## src/tdm_regs_params.svh

```systemverilog
`ifndef TDM_REGS_PARAMS_SVH
`define TDM_REGS_PARAMS_SVH

// register indices on the 16-bit parallel host bus
`define ADDR_W 14
`define HOST_DATA_W 16
`define STREAM_COUNT_W 16
`define IDX_OFFSET_CTRL_BASE 14'h0000
`define IDX_CAPACITY_ERROR 14'h0010
`define IDX_ERROR_FLAGS_LOW 14'h0011

// offset control field layout
`define OFFSET_FIELD_MSB 9
`define OFFSET_FIELD_LSB 2
`define RATE_FIELD_MSB 1
`define RATE_FIELD_LSB 0
`define OFFSET_CTRL_MASK 16'h03FF

// capacity error field layout
`define CAP_INPUT_BIT 0
`define CAP_OUTPUT_BIT 1

// reset values and capacity
`define OFFSET_CTRL_RESET 16'h0000
`define DATA_RESET 16'h0000
`define SWITCH_CAPACITY 14'h1000

`endif

```

## src/tdm_regs_pkg.sv

```systemverilog
package tdm_regs_pkg;
    typedef struct packed {
        logic rd;
        logic wr;
        logic [13:0] addr;
        logic [15:0] wdata;
    } host_req_t;

    typedef struct packed {
        logic ack;
        logic [15:0] rdata;
    } host_rsp_t;

    typedef enum logic [1:0] {
        RATE_2M = 2'h0,
        RATE_4M = 2'h1,
        RATE_8M = 2'h2,
        RATE_16M = 2'h3
    } pulse_rate_t;
endpackage : tdm_regs_pkg

```

## src/tdm_switch_offset_and_error_regs.sv

```systemverilog
// Function
// [RULE_01] offset bits 9..2 hold the binary channel shift of the delayed frame pulse
// [RULE_02] host writes only offsets legal for the rate chosen in bits 1..0
// [RULE_03] output overcapacity flag is high while programmed output channels exceed 4096
// [RULE_04] input overcapacity flag is high while programmed input channels exceed 4096
// [RULE_05] overcapacity flags clear by themselves once programming is within capacity
// [RULE_06] host should disable channels beyond capacity when a flag is raised
// [RULE_07] unused upper bits of the capacity error register read zero
// [RULE_08] each error-flag bit is high exactly when its stream error counter is non-zero
// [RULE_09] flags are recomputed every cycle from current counters and programming
`timescale 1ns/1ns
`include "tdm_regs_params.svh"

module tdm_switch_offset_and_error_regs #(
    parameter int NUM_PULSES = 3,
    parameter int NUM_STREAMS = 16,
    parameter int CHAN_W = 14
) (
    // clock and reset
    input wire logic i_core_clk,
    input wire logic i_rst,
    // host register bus
    input wire tdm_regs_pkg::host_req_t i_host_req,
    output tdm_regs_pkg::host_rsp_t o_host_rsp,
    // switch status inputs
    input wire logic [CHAN_W:0] i_input_channel_total,
    input wire logic [CHAN_W:0] i_output_channel_total,
    input wire logic [NUM_STREAMS*16-1:0] i_stream_error_counts,
    // pulse generator controls
    output logic [NUM_PULSES*8-1:0] o_pulse_channel_offset,
    output logic [NUM_PULSES*2-1:0] o_pulse_rate_select
);
    import tdm_regs_pkg::*;

    // ****************************************
    // local sizes
    // ****************************************
    // field widths follow the bit layout; the output ports stay fixed at 8 offset and 2 rate bits per pulse
    localparam int IDX_W = `ADDR_W;
    localparam int DATA_W = `HOST_DATA_W;
    localparam int COUNT_W = `STREAM_COUNT_W;
    localparam int OFFSET_W = `OFFSET_FIELD_MSB - `OFFSET_FIELD_LSB + 1;
    localparam int RATE_W = `RATE_FIELD_MSB - `RATE_FIELD_LSB + 1;

    // ****************************************
    // state
    // ****************************************
    // one packed record holds every flop of the block
    typedef struct packed {
        logic [NUM_PULSES-1:0][DATA_W-1:0] offset_ctrl;
        logic in_over;
        logic out_over;
        logic [NUM_STREAMS-1:0] err_flags;
        host_rsp_t rsp;
    } state_t;

    state_t state_reg;
    state_t state_next;

    // ****************************************
    // reset value
    // ****************************************
    localparam state_t STATE_RESET = '{
        offset_ctrl: {NUM_PULSES{`OFFSET_CTRL_RESET}},
        in_over: 1'h0,
        out_over: 1'h0,
        err_flags: {NUM_STREAMS{1'h0}},
        rsp: '{ack: 1'h0, rdata: `DATA_RESET}
    };

    // ****************************************
    // internal signals
    // ****************************************
    logic [CHAN_W:0] capacity;
    logic wr_take;
    logic rd_take;
    logic cap_hit;
    logic flags_hit;
    logic [NUM_PULSES-1:0] offset_hit;
    logic [NUM_STREAMS-1:0] count_nonzero;
    logic in_over_now;
    logic out_over_now;
    logic [DATA_W-1:0] offset_wdata;
    logic [DATA_W-1:0] offset_rword;
    logic [DATA_W-1:0] cap_rword;
    logic [DATA_W-1:0] flags_rword;
    logic [DATA_W-1:0] read_word;
    logic [NUM_PULSES-1:0][OFFSET_W-1:0] chan_offset;
    pulse_rate_t [NUM_PULSES-1:0] rate_sel;

    // ****************************************
    // request decode
    // ****************************************
    // requests are taken every cycle, back to back, with no busy state
    // a write wins over a read raised in the same cycle
    assign wr_take = i_host_req.wr;
    assign rd_take = i_host_req.rd & ~i_host_req.wr;
    assign cap_hit = (i_host_req.addr == `IDX_CAPACITY_ERROR);
    assign flags_hit = (i_host_req.addr == `IDX_ERROR_FLAGS_LOW);

    // one comparator per pulse register
    generate
        for (genvar p = 0; p < NUM_PULSES; p++) begin : g_offset_decode
            assign offset_hit[p] = (i_host_req.addr == `IDX_OFFSET_CTRL_BASE + IDX_W'(p));
        end
    endgenerate

    // ****************************************
    // offset write data
    // ****************************************
    // bits above the offset field are dropped so that they read back zero
    assign offset_wdata = i_host_req.wdata & `OFFSET_CTRL_MASK;

    // ****************************************
    // overcapacity detection
    // ****************************************
    // capacity is widened by one bit so a full-scale total still compares
    assign capacity = (CHAN_W+1)'(`SWITCH_CAPACITY);
    // a total equal to capacity is still legal; only a larger one flags
    // flags follow the totals, so lowering a total drops the flag with no write
    assign in_over_now = (i_input_channel_total > capacity); // [RULE_04] [RULE_05]
    assign out_over_now = (i_output_channel_total > capacity); // [RULE_03] [RULE_05]

    // ****************************************
    // stream error flags
    // ****************************************
    // the counters live outside this block; only their zero test is made here
    generate
        for (genvar s = 0; s < NUM_STREAMS; s++) begin : g_stream_flag
            assign count_nonzero[s] = |i_stream_error_counts[s*COUNT_W +: COUNT_W]; // [RULE_08]
        end
    endgenerate

    // ****************************************
    // read data
    // ****************************************
    // status is read from the registered copy so the word is settled
    // a read of a pulse index returns the stored word with masked bits zero
    always_comb begin
        offset_rword = `DATA_RESET;
        for (int p = 0; p < NUM_PULSES; p++) begin
            if (offset_hit[p]) begin
                offset_rword = state_reg.offset_ctrl[p];
            end
        end
    end

    always_comb begin
        cap_rword = `DATA_RESET;
        cap_rword[`CAP_INPUT_BIT] = state_reg.in_over;
        cap_rword[`CAP_OUTPUT_BIT] = state_reg.out_over;
    end

    // streams beyond the word width have no place in this register
    assign flags_rword = DATA_W'(state_reg.err_flags);

    // unmapped indices fall through to zero
    always_comb begin
        read_word = offset_rword;
        if (cap_hit) begin
            // upper bits stay zero
            read_word = cap_rword; // [RULE_07]
        end
        if (flags_hit) begin
            read_word = flags_rword;
        end
    end

    // ****************************************
    // next state
    // ****************************************
    // ack answers every taken request, mapped or not, one cycle later
    // unmapped writes are acknowledged and change nothing
    always_comb begin
        state_next = state_reg;
        state_next.rsp.ack = 1'h0;
        state_next.in_over = in_over_now; // [RULE_09]
        state_next.out_over = out_over_now; // [RULE_09]
        state_next.err_flags = count_nonzero; // [RULE_09]
        if (wr_take) begin
            state_next.rsp.ack = 1'h1;
            for (int p = 0; p < NUM_PULSES; p++) begin
                if (offset_hit[p]) begin
                    state_next.offset_ctrl[p] = offset_wdata;
                end
            end
        end
        // read data holds between reads; writes leave it alone
        if (rd_take) begin
            state_next.rsp.ack = 1'h1;
            state_next.rsp.rdata = read_word;
        end
    end

    // ****************************************
    // state register
    // ****************************************
    // reset clears offsets and flags; the flags refill on the first clock after release
    always_ff @(posedge i_core_clk or posedge i_rst) begin
        if (i_rst) begin
            state_reg <= STATE_RESET;
        end else begin
            state_reg <= state_next;
        end
    end

    // ****************************************
    // outputs
    // ****************************************
    assign o_host_rsp = state_reg.rsp;

    // pulse controls change only on reset or on a write to their own index
    generate
        for (genvar p = 0; p < NUM_PULSES; p++) begin : g_pulse_out
            // binary channel shift from frame boundary
            assign chan_offset[p] = state_reg.offset_ctrl[p][`OFFSET_FIELD_MSB:`OFFSET_FIELD_LSB]; // [RULE_01]
            assign o_pulse_channel_offset[p*OFFSET_W +: OFFSET_W] = chan_offset[p];
            // the rate code bounds the legal offset; keeping to it is left to the host
            assign rate_sel[p] = pulse_rate_t'(state_reg.offset_ctrl[p][`RATE_FIELD_MSB:`RATE_FIELD_LSB]);
            assign o_pulse_rate_select[p*RATE_W +: RATE_W] = rate_sel[p];
        end
    endgenerate
endmodule : tdm_switch_offset_and_error_regs

```

## config.mk

```make
export PLATFORM = sky130hd
export DESIGN_NAME = tdm_switch_offset_and_error_regs
export DESIGN_NICKNAME = d
export VERILOG_FILES = /design/src/tdm_regs_pkg.sv /design/src/tdm_switch_offset_and_error_regs.sv
export VERILOG_INCLUDE_DIRS = /design/src
export SDC_FILE = /design/constraint.sdc
export NUM_CORES = 1
export LEC_CHECK = 0
export BUFFER_PORTS_ARGS = -buffer_cell sky130_fd_sc_hd__buf_2
export CAP_MARGIN = 20
export CORE_AREA = 2 2 140 142
export CTS_CLUSTER_SIZE = 14
export DETAILED_ROUTE_END_ITERATION = 8
export DIE_AREA = 0 0 142 144
export GPL_TIMING_DRIVEN = 1
export PLACE_DENSITY = 0.58
export SYNTH_ARGS = -nofsm -noshare
export SYNTH_HDL_FRONTEND = slang
export SYNTH_SLANG_ARGS = --single-unit
```

## constraint.sdc

```tcl
create_clock -name i_core_clk -period 2.7 [get_ports i_core_clk]
set_input_delay 0.27 -clock i_core_clk [delete_from_list [all_inputs] [get_ports i_core_clk]]
set_output_delay 0.27 -clock i_core_clk [all_outputs]
set_load 0.02 [all_outputs]
```

---- Word-level counts from Yosys, hierarchy flattened ----
Index checks and enable logic that the tools add are counted.
storage, ports and cells
  register bits after elaboration ......... 65
  input bits .............................. 320
  word-level logic and storage cells ...... 43
operators by class
  $lt $le $gt $ge ......................... 2
  equality and inequality tests ........... 4
  multiplexer cells ....................... 7
  bitwise operators ....................... 2
  reductions and logical operators ........ 20
operator list
  cell                                                   number
  OR reduction 16 bit                                    16
  two-way mux 16 bit                                     3
  > comparator 15 x 13 -> 1 bit (second input constant)  2
  == test 14 x 5 -> 1 bit (second input constant)        2
  two-way mux 10 bit                                     2
  two-way mux 17 bit                                     1
  == test 14 x 1 -> 1 bit (second input constant)        1
  == test 14 x 2 -> 1 bit (second input constant)        1
  zero test 14 bit                                       1
  AND reduction 2 bit                                    3
  AND 1 bit                                              1
  two-way mux 1 bit                                      1
  inverter 1 bit                                         1

---- Depth between registers and ports, before layout ----
Gate-level depths: netlist of run 1.
  depth in word-level cells ............... 7
  mapped depth ............................ 6

---- Worst setup path before layout of run 1 ----
OpenSTA, ideal clock, no wires.
  path kind ............................... in2reg
  from .................................... input i_host_req[25] (netlist bit)
  to ...................................... register state_reg (netlist bit o_pulse_channel_offset[0])
  library setup time ...................... 125 ps
  arrival time ............................ 1,627 ps
  setup slack ............................. 948 ps
  stages on the path ...................... 4
  buffers on the path ..................... 0
  path through ............................ nor4_4 -> nand3_2 -> nor4_4 -> mux2_2
on the way
  cells in the longest elaborated chain, start to end .. 2
ends and longest elaborated chain
  what                           RTL line                                 text
  start, declared                tdm_switch_offset_and_error_regs.sv:23   input wire tdm_regs_pkg::host_req_t i_host_req,
  zero test 14 bit               tdm_switch_offset_and_error_regs.sv:104  assign offset_hit[p] = (i_host_req.addr == `IDX_OFFSET_CTRL_BASE + IDX_W'(p));
  AND reduction 2 bit (no line)  n/a
  end signal, assigned           tdm_switch_offset_and_error_regs.sv:203  state_reg <= state_next;
  end, declared                  tdm_switch_offset_and_error_regs.sv:57   state_t state_reg;
No other way between the ends.
A chain may end at the register's enable or synchronous reset.

---- Worst setup path in the final report of run 1 ----
  from .................................... input i_host_req[19] (netlist bit)
  to ...................................... register state_reg (netlist bit o_pulse_channel_offset[19])
on the way
  cells in the longest elaborated chain, start to end .. 2
ends and longest elaborated chain
  what                           RTL line
  == test 14 x 2 -> 1 bit        tdm_switch_offset_and_error_regs.sv:104
  AND reduction 2 bit (no line)  n/a
No other way between the ends.

==> impl_metrics.csv, run 1 <==
group,metric,value,unit
critical_path,rr_startpoint,"o_pulse_channel_offset[7]$_DFFE_PP0P_",
critical_path,critical_path.startpoint_type,"primary input",
hold_path,holdPathEnd,"cap_rword[1]$_DFF_PP0_",
critical_path,end_kind,"flip-flop",
timing,fin_setup_tns,0,ns
final_layout,multi_input_area,1550,sq um
place,port_buffers,360,
place,placedCellCount,885,
hold_path,hold_depth,2,
clock_tree,clkTransAtPathRegs,0.06,ns
synth,syn_inst,289,
outcome,status,"complete, no violations",
hold_path,hold_start,"i_output_channel_total[13]",
clock_tree,clkLatencyLatePin,0.34,ns
clock_tree,cts_tree,"built",
critical_path,crit_fanout,10,
final_layout,seqCellArea,1630,sq um
clock_tree,clockBufferDepth,2,
grt,track_usage,14.4,%
timing,rsz0062_at_grt,"false",
critical_path,crit_arrival,1.87,ns
clock_tree,cts_buffers,9,
critical_path,worstSetupPathType,"primary input to flip-flop",
clock_tree,clock_sinks,65,
drt,vias,4042,
final_layout,fin_cells,902,
power_and_ir_drop,power_density,437,nW/um^2
hold_path,hold_class,"primary input to flip-flop",
grt,grt_pass1_wl,21.6,mm
final_layout,final_nets,979,
grt,grt-ovfl-total,0,
final_layout,area_delta_synth_final,75.8,%
critical_path,r2r_cells,4,
final_layout,final_cell_mix,"buf_2 (360), nor4_1 (70), dfrtp_1 (65)",
clock_tree,post_cts_buffers,0,
drt,wl,15.4,mm
floorplan,coreArea,19100,sq um
clock_tree,h-tree-depth,3,
timing,fin_worst_skew,0.00584,ns
floorplan,die_h,144,microns
timing,setup_viol,0,
critical_path,r2r_setup_slack,1.50,ns
timing,worst_slew_pin_slew,0.596,ns
drt,drtAntennaViolNets,0,
drt,post-route-drc-count,0,
place,gp_congestion,0.908,
critical_path,crit_required,2.92,ns
synth,syn-num-nets,609,
floorplan,ios,367,
synth,ys_async_sr_fraction,100,%
synth,netlist_area,3220,sq um
grt,grt_max_degree,30,
floorplan,start_util,16.9,%
synth,synth_seq_area_share,50.5,%
synth,synth_cell_types,36,
power_and_ir_drop,power_leakage,2.90,nW
final_layout,drive_above_1_share,63.4,%
clock_tree,ctsRootBufferMaster,"clkbuf_16",
timing,hold_viol,0,
synth,synth_warnings,0,
floorplan,dieArea,20400,sq um
grt,antenna_found_initial,0,
flow_run,drv_cap,0,
critical_path,cp-startpoint,"i_host_req[19]",
timing,slew_headroom,59.9,%
synth,ys.flop_type,"dfrtp_1",
synth,syn_avg_cell_area,11.1,sq um
drt,first_pass_iters,4,
drt,viasPerCell,4.48,
critical_path,r2r-end,"o_host_rsp[9]$_DFFE_PP0P_",
final_layout,diodes,0,
synth,synth_edf_count,0,
place,place_hpwl,12.9,mm
timing,max_freq,605,MHz
timing,period_needed,1.65,ns
grt,grt_pass1_vias,3827,
floorplan,rows,51,
drt,wl_per_cell,17.0,microns
timing,slew_violations,0,
drt,drtIter0Drc,143,
synth,ys_ff_latch,65,
timing,period_share,61.3,%
power_and_ir_drop,peakVddDrop,0.000314,V
final_layout,fillCellCount,1987,
final_layout,final_common_cell,"buf_2",
floorplan,die_x,142,microns
## final cells by class
cell class | instances | area share (%)
clock buffers | 13 | 4.78
clock inverters | 3 | 0.420
inverters | 4 | 0.265
multi-input cells | 209 | 27.3
flip-flops and latches | 65 | 28.7
well taps | 238 | 5.26
repair buffers | 370 | 33.2
## synthesized netlist by cell type (2+ instances only)
cell type  number  area share (%)
nand4_1        16             3.1
o32a_1          2            0.62
o21ai_0        14             2.2
o2bb2ai_1       7             1.9
a22o_1          6             1.6
nor4_1         70              14
nand2_1         4            0.47
buf_2           2            0.31
a22oi_1        11             2.6
nor2_1         10             1.2
nor2b_1         2            0.39
dfrtp_1        65              51
clkbuf_1        8            0.93
o31ai_1         2            0.47
nor4_4          3             2.0
mux2_2         29              10
nand3_1         2            0.31
inv_1           4            0.47
a21boi_0        2            0.47
nor4b_1         3            0.82
a211o_1         2            0.54
nor3_1          3            0.47
and3_1          9             1.7
## registers in the layout, summed over array words and instances, names as in the netlist
name and cells:
o_pulse_channel_offset 24, cap_rword 2, o_host_rsp 17, o_pulse_rate_select 6, flags_rword 16
## where the power goes
part	leakage (nW)	total, W	internal, W	switching, W
Clock	0.138	0.00115	0.000699	0.000453
Sequential	0.812	0.000978	0.000977	0.000000960
Combinational	1.95	0.000345	0.000191	0.000154
## routing by layer
metal	wire, microns	vias to the layer above	track usage [%]
met5	0	-	0
met4	282	0	4.95
met3	925	17	3.28
met2	7570	178	22.9
met1	6580	1919	19.3
li1	-	1928	-
## how the worst max path moves through the flow
stage | endpoint | slack [ns] | cells after the start
6_report | o_pulse_channel_offset[19]$_DFFE_PP0P_ | 1.05 | 6
5_1_grt | o_pulse_channel_offset[17]$_DFFE_PP0P_ | 0.85 | 6
4_1_cts | o_pulse_channel_offset[19]$_DFFE_PP0P_ | 1.02 | 6
3_5_place_dp | o_pulse_channel_offset[19]$_DFFE_PP0P_ | 0.67 | 6
3_3_place_gp | o_pulse_channel_offset[17]$_DFFE_PP0P_ | 0.70 | 6
2_1_floorplan | cap_rword[0]$_DFF_PP0_ | 0.80 | 1
## metrics by stage
stage                     instance area, sq um  setup slack, ns  total power [W]  util (%)  hold WS (ns)
after global placement                    5360            0.703          0.00134      28.1         0.310
after floorplan                           3220            0.804          0.00107         -         0.371
after CTS                                 5660             1.02          0.00253      29.7         0.113
final                                     5660             1.05          0.00247      29.7         0.130
after global routing                      5660            0.846          0.00260      29.7         0.118
after detailed placement                  5360            0.670          0.00134      28.1         0.325
## cells by family after synthesis
family | share of synthesized area, %
compound gates | 11.4
buf+inv | 1.83
flops | 50.5
mux | 10.5
simple gates | 25.7
## timing repair
item / CTS / global route
hold buffers: 1 / 0
gates resized for setup: 0 / 0
hold endpoints to repair: 16 / 0
## critical path: stages
cell and delay (ns):
buf_2 0.11, nor3_1 0.38, nand2_1 0.25, nor4b_2 0.26, buf_4 0.24, mux2_2 0.35
No activity file was read; power rests on OpenSTA's default activity.
==> run 2, diff against run 1 <==
Settings changed: CORE_AREA 2 2 140 142 to 2 2 142 144, DIE_AREA 0 0 142 144 to 0 0 144 146, PLACE_DENSITY 0.58 to 0.57.
Clock period 2.7 ns to 1.6 ns, I/O delays scaled along.
==> run 2 against run 1 <==
Against the previous run:
- power grew 65%
- register-to-register slack lost 1.1 ns
- non-clock buffer count grew 11
- die area grew 2.8%
- clock power grew 60%
- setup slack lost 0.92 ns
- clock skew is essentially flat
- critical path type unchanged
- critical endpoint is now o_pulse_channel_offset[20]$_DFFE_PP0P_
==> impl_metrics.csv, run 2 (synthesis gave the netlist of run 1 again) <==
group,metric,value,unit
floorplan,rows,51,
grt,antenna_found_initial,0,
clock_tree,ctsRootBufferMaster,"clkbuf_16",
final_layout,seqCellArea,1630,sq um
final_layout,largest_reg_flops,24,
critical_path,end_kind,"flip-flop",
critical_path,crit_required,1.80,ns
place,port_buffers,360,
place,place_hpwl,13.2,mm
power_and_ir_drop,p_comb_share,14.6,%
power_and_ir_drop,p_int,0.00309,W
power_and_ir_drop,swShare,24.5,%
floorplan,coreArea,19300,sq um
timing,hold_viol,0,
timing,setup_slack,0.128,ns
power_and_ir_drop,peakVddDrop,0.000464,V
clock_tree,post_cts_resized,0,
timing,fin_worst_skew,0.00591,ns
drt,post-route-drc-count,0,
drt,wl,15.2,mm
power_and_ir_drop,seqPwrFrac,40.3,%
clock_tree,clkLatencyLatePin,0.32,ns
timing,period_needed,1.47,ns
grt,grt_pass1_wl,22.7,mm
drt,wl_per_cell,16.1,microns
critical_path,worstSetupPathType,"primary input to flip-flop",
critical_path,crit_arrival,1.68,ns
final_layout,drive_above_1_share,64.1,%
power_and_ir_drop,power_density,704,nW/um^2
drt,vias,4035,
flow_run,drv_cap,0,
place,gp_congestion,0.880,
floorplan,die_x,144,microns
floorplan,start_util,16.7,%
critical_path,slowest_delay,0.35,ns
final_layout,final_cell_mix,"buf_2 (360), nor4_1 (70), dfrtp_1 (65)",
timing,max_freq,679,MHz
clock_tree,cts_buffers,9,
outcome,status,"complete, no violations",
critical_path,r2r_setup_slack,0.36,ns
grt,grt_pass1_vias,4184,
floorplan,dieArea,21000,sq um
hold_path,holdPathEnd,"flags_rword[15]$_DFF_PP0_",
drt,drtAntennaViolNets,0,
critical_path,slowest_stage,"mux2_2",
critical_path,r2r-end,"o_host_rsp[9]$_DFFE_PP0P_",
clock_tree,clkTransAtPathRegs,0.06,ns
power_and_ir_drop,clockPowerShare,45.1,%
timing,setup_viol,0,
grt,grt-ovfl-total,0,
critical_path,path_cells,"buf_2 > nor4_4 > nand3_2 > nor4b_2 > buf_4 > mux2_2",
drt,first_pass_iters,6,
timing,slew_headroom,65.4,%
final_layout,final_common_cell,"buf_2",
critical_path,r2r_cells,4,
power_and_ir_drop,power_leakage,2.96,nW
critical_path,rr_startpoint,"o_pulse_channel_offset[15]$_DFFE_PP0P_",
clock_tree,ctsHoldBuffers,1,
timing,fin_setup_tns,0,ns
drt,viasPerCell,4.29,
final_layout,area_delta_synth_final,80.5,%
grt,grt_max_degree,32,
timing,period_share,92.0,%
power_and_ir_drop,power.total,0.00409,W
final_layout,fillCellCount,2036,
critical_path,crit_fanout,10,
critical_path,critical_path.startpoint_type,"primary input",
grt,track_usage,14.3,%
power_and_ir_drop,p_sw,0.00100,W
hold_path,hold_class,"primary input to flip-flop",
clock_tree,clock_sinks,65,
floorplan,die_h,146,microns
clock_tree,post_cts_buffers,0,
final_layout,multi_input_area,1550,sq um
timing,holdWs,0.0344,ns
floorplan,ios,367,
timing,slew_violations,0,
hold_path,hold_start,"i_stream_error_counts[254]",
clock_tree,cts_tree,"built",
place,preCtsSetupSlack,-0.208,ns
timing,rsz0062_at_grt,"false",
clock_tree,clockBufferDepth,2,
final_layout,final_nets,990,
timing,worst_slew_pin_slew,0.519,ns
hold_path,hold_depth,3,
clock_tree,h-tree-depth,3,
drt,drtIter0Drc,108,
run 2: cell types whose count changed in the layout (fill, tap and decap cells not counted), moves of 2 or more:
cell,change
buf_4,+8
buf_12,+3
clkbuf_8,-2
inv_6,+2
run 2: layer usage:
metal / track usage, % / wire [microns] / up-vias / part of all wire [%]
met1: 17.7 / 6230 / 1868 / 41
met2: 24.8 / 7760 / 195 / 51
met3: 3.19 / 977 / 14 / 6.4
li1: - / - / 1958 / -
met4: 3.97 / 232 / 0 / 1.5
met5: 0 / 0 / - / 0
run 2: power by group through the flow:
stage / Clock [W] / Combinational, W / Sequential [W]
detailed placement: 0 / 0.000598 / 0.00168
floorplan: 0 / 0.000120 / 0.00168
global placement: 0 / 0.000592 / 0.00168
global route: 0.00200 / 0.000660 / 0.00165
CTS: 0.00192 / 0.000602 / 0.00165
finish: 0.00184 / 0.000598 / 0.00165
run 2: area by class of cell:
cell class | instances | share of cell area, %
Sequential cell | 65 | 28.0
Tap cell | 265 | 5.71
Timing Repair Buffer | 381 | 34.4
Multi-Input combinational cell | 209 | 26.7
Inverter | 4 | 0.323
Antenna cell | 1 | 0.0431
Clock buffer | 11 | 4.18
Clock inverter | 5 | 0.667
run 2: worst max-delay path by stage:
stage / from / to / cells past startpoint
finish: i_host_req[25] / o_pulse_channel_offset[20]$_DFFE_PP0P_ / 6
global route: i_host_req[25] / o_host_rsp[0]$_DFFE_PP0P_ / 6
CTS: i_host_req[25] / o_pulse_channel_offset[16]$_DFFE_PP0P_ / 6
detailed placement: i_host_req[25] / o_pulse_channel_offset[17]$_DFFE_PP0P_ / 6
global placement: i_host_req[25] / o_pulse_channel_offset[18]$_DFFE_PP0P_ / 6
floorplan: i_host_req[25] / o_pulse_channel_offset[10]$_DFFE_PP0P_ / 4
run 2: worst max-delay path: cells and delay by family:
kind / cells / cell delay [ns]
muxes: 1 / 0.35
buffers and inverters: 2 / 0.35
and+or+nand+nor: 3 / 0.82
run 2: metrics by stage:
stage / std cells / utilization, % / cell area, sq um
after global routing: 940 / 30.0 / 5810
after floorplan: 289 / - / 3230
after CTS: 940 / 30.0 / 5810
final: 941 / 30.1 / 5810
after global placement: 923 / 28.5 / 5520
after detailed placement: 923 / 28.5 / 5520
==> run 3, diff against run 2 <==
Settings changed: CELL_PAD_IN_SITES_DETAIL_PLACEMENT from default to 2, CELL_PAD_IN_SITES_GLOBAL_PLACEMENT from default to 2, CORE_AREA 2 2 142 144 to default, CORE_MARGIN from default to 2, CORE_UTILIZATION from default to 15, DIE_AREA 0 0 144 146 to default, PLACE_DENSITY 0.57 to 0.88.
Clock period 1.6 ns to 1.3 ns, I/O delays scaled along.
==> run 3 against run 2 <==
Against the previous run:
- the run now ends with hold timing, setup timing left
- clock power rose by 27%
- die area up 7.7%
- global-route usage increased by 4.6 points
- sequential cell count did not move
- sequential share of layout area decreased by 3.3 points
- worst hold slack worse by 0.037 ns
- routed wire length increased by 44%
- via count up 11%
- setup slack worse by 0.24 ns
- largest power group unchanged
==> impl_metrics.csv, run 3 (synthesis gave the netlist of run 1 again) <==
group,metric,value,unit
outcome,status,"finished with violations",
outcome,violations,"hold timing, setup timing",
floorplan,coreArea,21000,sq um
grt,grt_max_degree,66,
grt,grt_pass1_wl,31.2,mm
clock_tree,clkLatencyLatePin,0.34,ns
floorplan,start_util,15.3,%
clock_tree,cts_tree,"built",
critical_path,crit_fanout,10,
timing,period_needed,1.41,ns
timing,hold_viol,1,
timing,rsz0062_at_grt,"true",
floorplan,rows,53,
final_layout,largest_reg_flops,24,
clock_tree,clkTransAtPathRegs,0.06,ns
power_and_ir_drop,power_leakage,3.27,nW
timing,setup_viol,32,
critical_path,crit_arrival,1.64,ns
clock_tree,ctsRootBufferMaster,"clkbuf_16",
timing,slew_headroom,68.8,%
drt,drtIter0Drc,89,
drt,wl,21.9,mm
clock_tree,clockBufferDepth,2,
timing,fin_worst_skew,0.00606,ns
critical_path,critical_path.startpoint_type,"primary input",
clock_tree,h-tree-depth,3,
final_layout,drive_above_1_share,62.9,%
power_and_ir_drop,peakVddDrop,0.000399,V
floorplan,dieArea,22700,sq um
critical_path,worstSetupPathType,"primary input to flip-flop",
drt,drtAntennaViolNets,0,
final_layout,final_nets,1045,
timing,holdWs,-0.00258,ns
clock_tree,cts_buffers,9,
floorplan,die_x,151,microns
floorplan,ios,367,
grt,antenna_found_initial,7,
critical_path,crit_required,1.53,ns
timing,setup_slack,-0.112,ns
critical_path,end_kind,"flip-flop",
final_layout,area_delta_synth_final,105,%
power_and_ir_drop,power_density,799,nW/um^2
timing,period_share,109,%
grt,grt_pass1_vias,5407,
drt,post-route-drc-count,0,
timing,worst_slew_pin_slew,0.463,ns
final_layout,final_common_cell,"buf_2",
grt,track_usage,18.9,%
timing,max_freq,708,MHz
floorplan,die_h,151,microns
drt,first_pass_iters,4,
place,port_buffers,360,
place,place_hpwl,16.8,mm
flow_run,drv_cap,0,
timing,slew_violations,0,
power_and_ir_drop,power.total,0.00527,W
grt,grt-ovfl-total,0,
drt,viasPerCell,4.43,
place,gp_congestion,0.818,
hold_path,hold_class,"primary input to flip-flop",
clock_tree,clock_sinks,65,
drt,vias,4488,
drt,wl_per_cell,21.6,microns
final_layout,final_cell_mix,"buf_2 (358), nor4_1 (70), dfrtp_1 (65)",
run 3: critical path, cell delays in order:
cell	delay (ns)
buf_6	0.10
nor4_4	0.35
nand3_4	0.21
nor4b_4	0.33
buf_12	0.20
mux2_4	0.31
run 3: path summary, 6_finish.rpt:
kind	cells past startpoint	slack [ns]	start	endpoint
worst max-delay path	6	-0.11	i_host_req[24]	o_pulse_channel_offset[18]$_DFFE_PP0P_
worst min register to register	1	0.49	flags_rword[11]$_DFF_PP0_	o_host_rsp[11]$_DFFE_PP0P_
max in group asynchronous	4	0.55	i_rst	o_host_rsp[11]$_DFFE_PP0P_
min in group asynchronous	4	0.44	i_rst	o_pulse_rate_select[4]$_DFFE_PP0P_
worst min-delay path	3	-0.003	i_stream_error_counts[168]	flags_rword[10]$_DFF_PP0_
worst max register to register	4	0.09	o_pulse_channel_offset[23]$_DFFE_PP0P_	o_host_rsp[9]$_DFFE_PP0P_
run 3: through the flow:
stage          area (sq um)  instances  util [%]  worst slack (ns)  setup TNS (ns)
6_report               6590       1012      31.3            -0.112           -2.20
5_1_grt                6590       1012      31.3            -0.122           -3.13
4_1_cts                6430        998      30.6           -0.0744          -0.662
3_5_place_dp           5700        944      27.1            -0.486          -18.57
3_3_place_gp           5700        944      27.1            -0.392          -14.79
2_1_floorplan          3310        289         -            -0.288           -8.07
run 3: repair_timing:
action / 4_1_cts / 5_1_grt
pin swaps: 4 / 5
hold buffers: 38 / 0
gates cloned: 0 / 2
setup buffers: 0 / 5
endpoints found under the setup margin: 40 / 42
endpoints found under the hold margin: 72 / 0
resized for setup: 13 / 17
run 3: per-layer routing:
metal,track usage [%],wire (microns)
met5,0,0
met4,8.68,660
met3,5.27,1210
met2,34.5,11900
met1,20.0,8070
run 3: final cells by class:
| class | count | area, sq um |
|---|---|---|
| Antenna cell | 7 | 17.5 |
| Clock buffer | 11 | 243 |
| Clock inverter | 5 | 38.8 |
| Fill cell | 2401 | 14400 |
| Inverter | 4 | 18.8 |
| Multi-Input combinational cell | 209 | 1730 |
| Sequential cell | 65 | 1630 |
| Tap cell | 275 | 344 |
| Timing Repair Buffer | 436 | 2570 |
run 3: power breakdown:
part | switching [W] | internal, W | leakage (nW)
clock | 0.000969 | 0.00136 | 0.137
combinational | 0.000395 | 0.000513 | 2.32
sequential | 0.00000274 | 0.00203 | 0.812
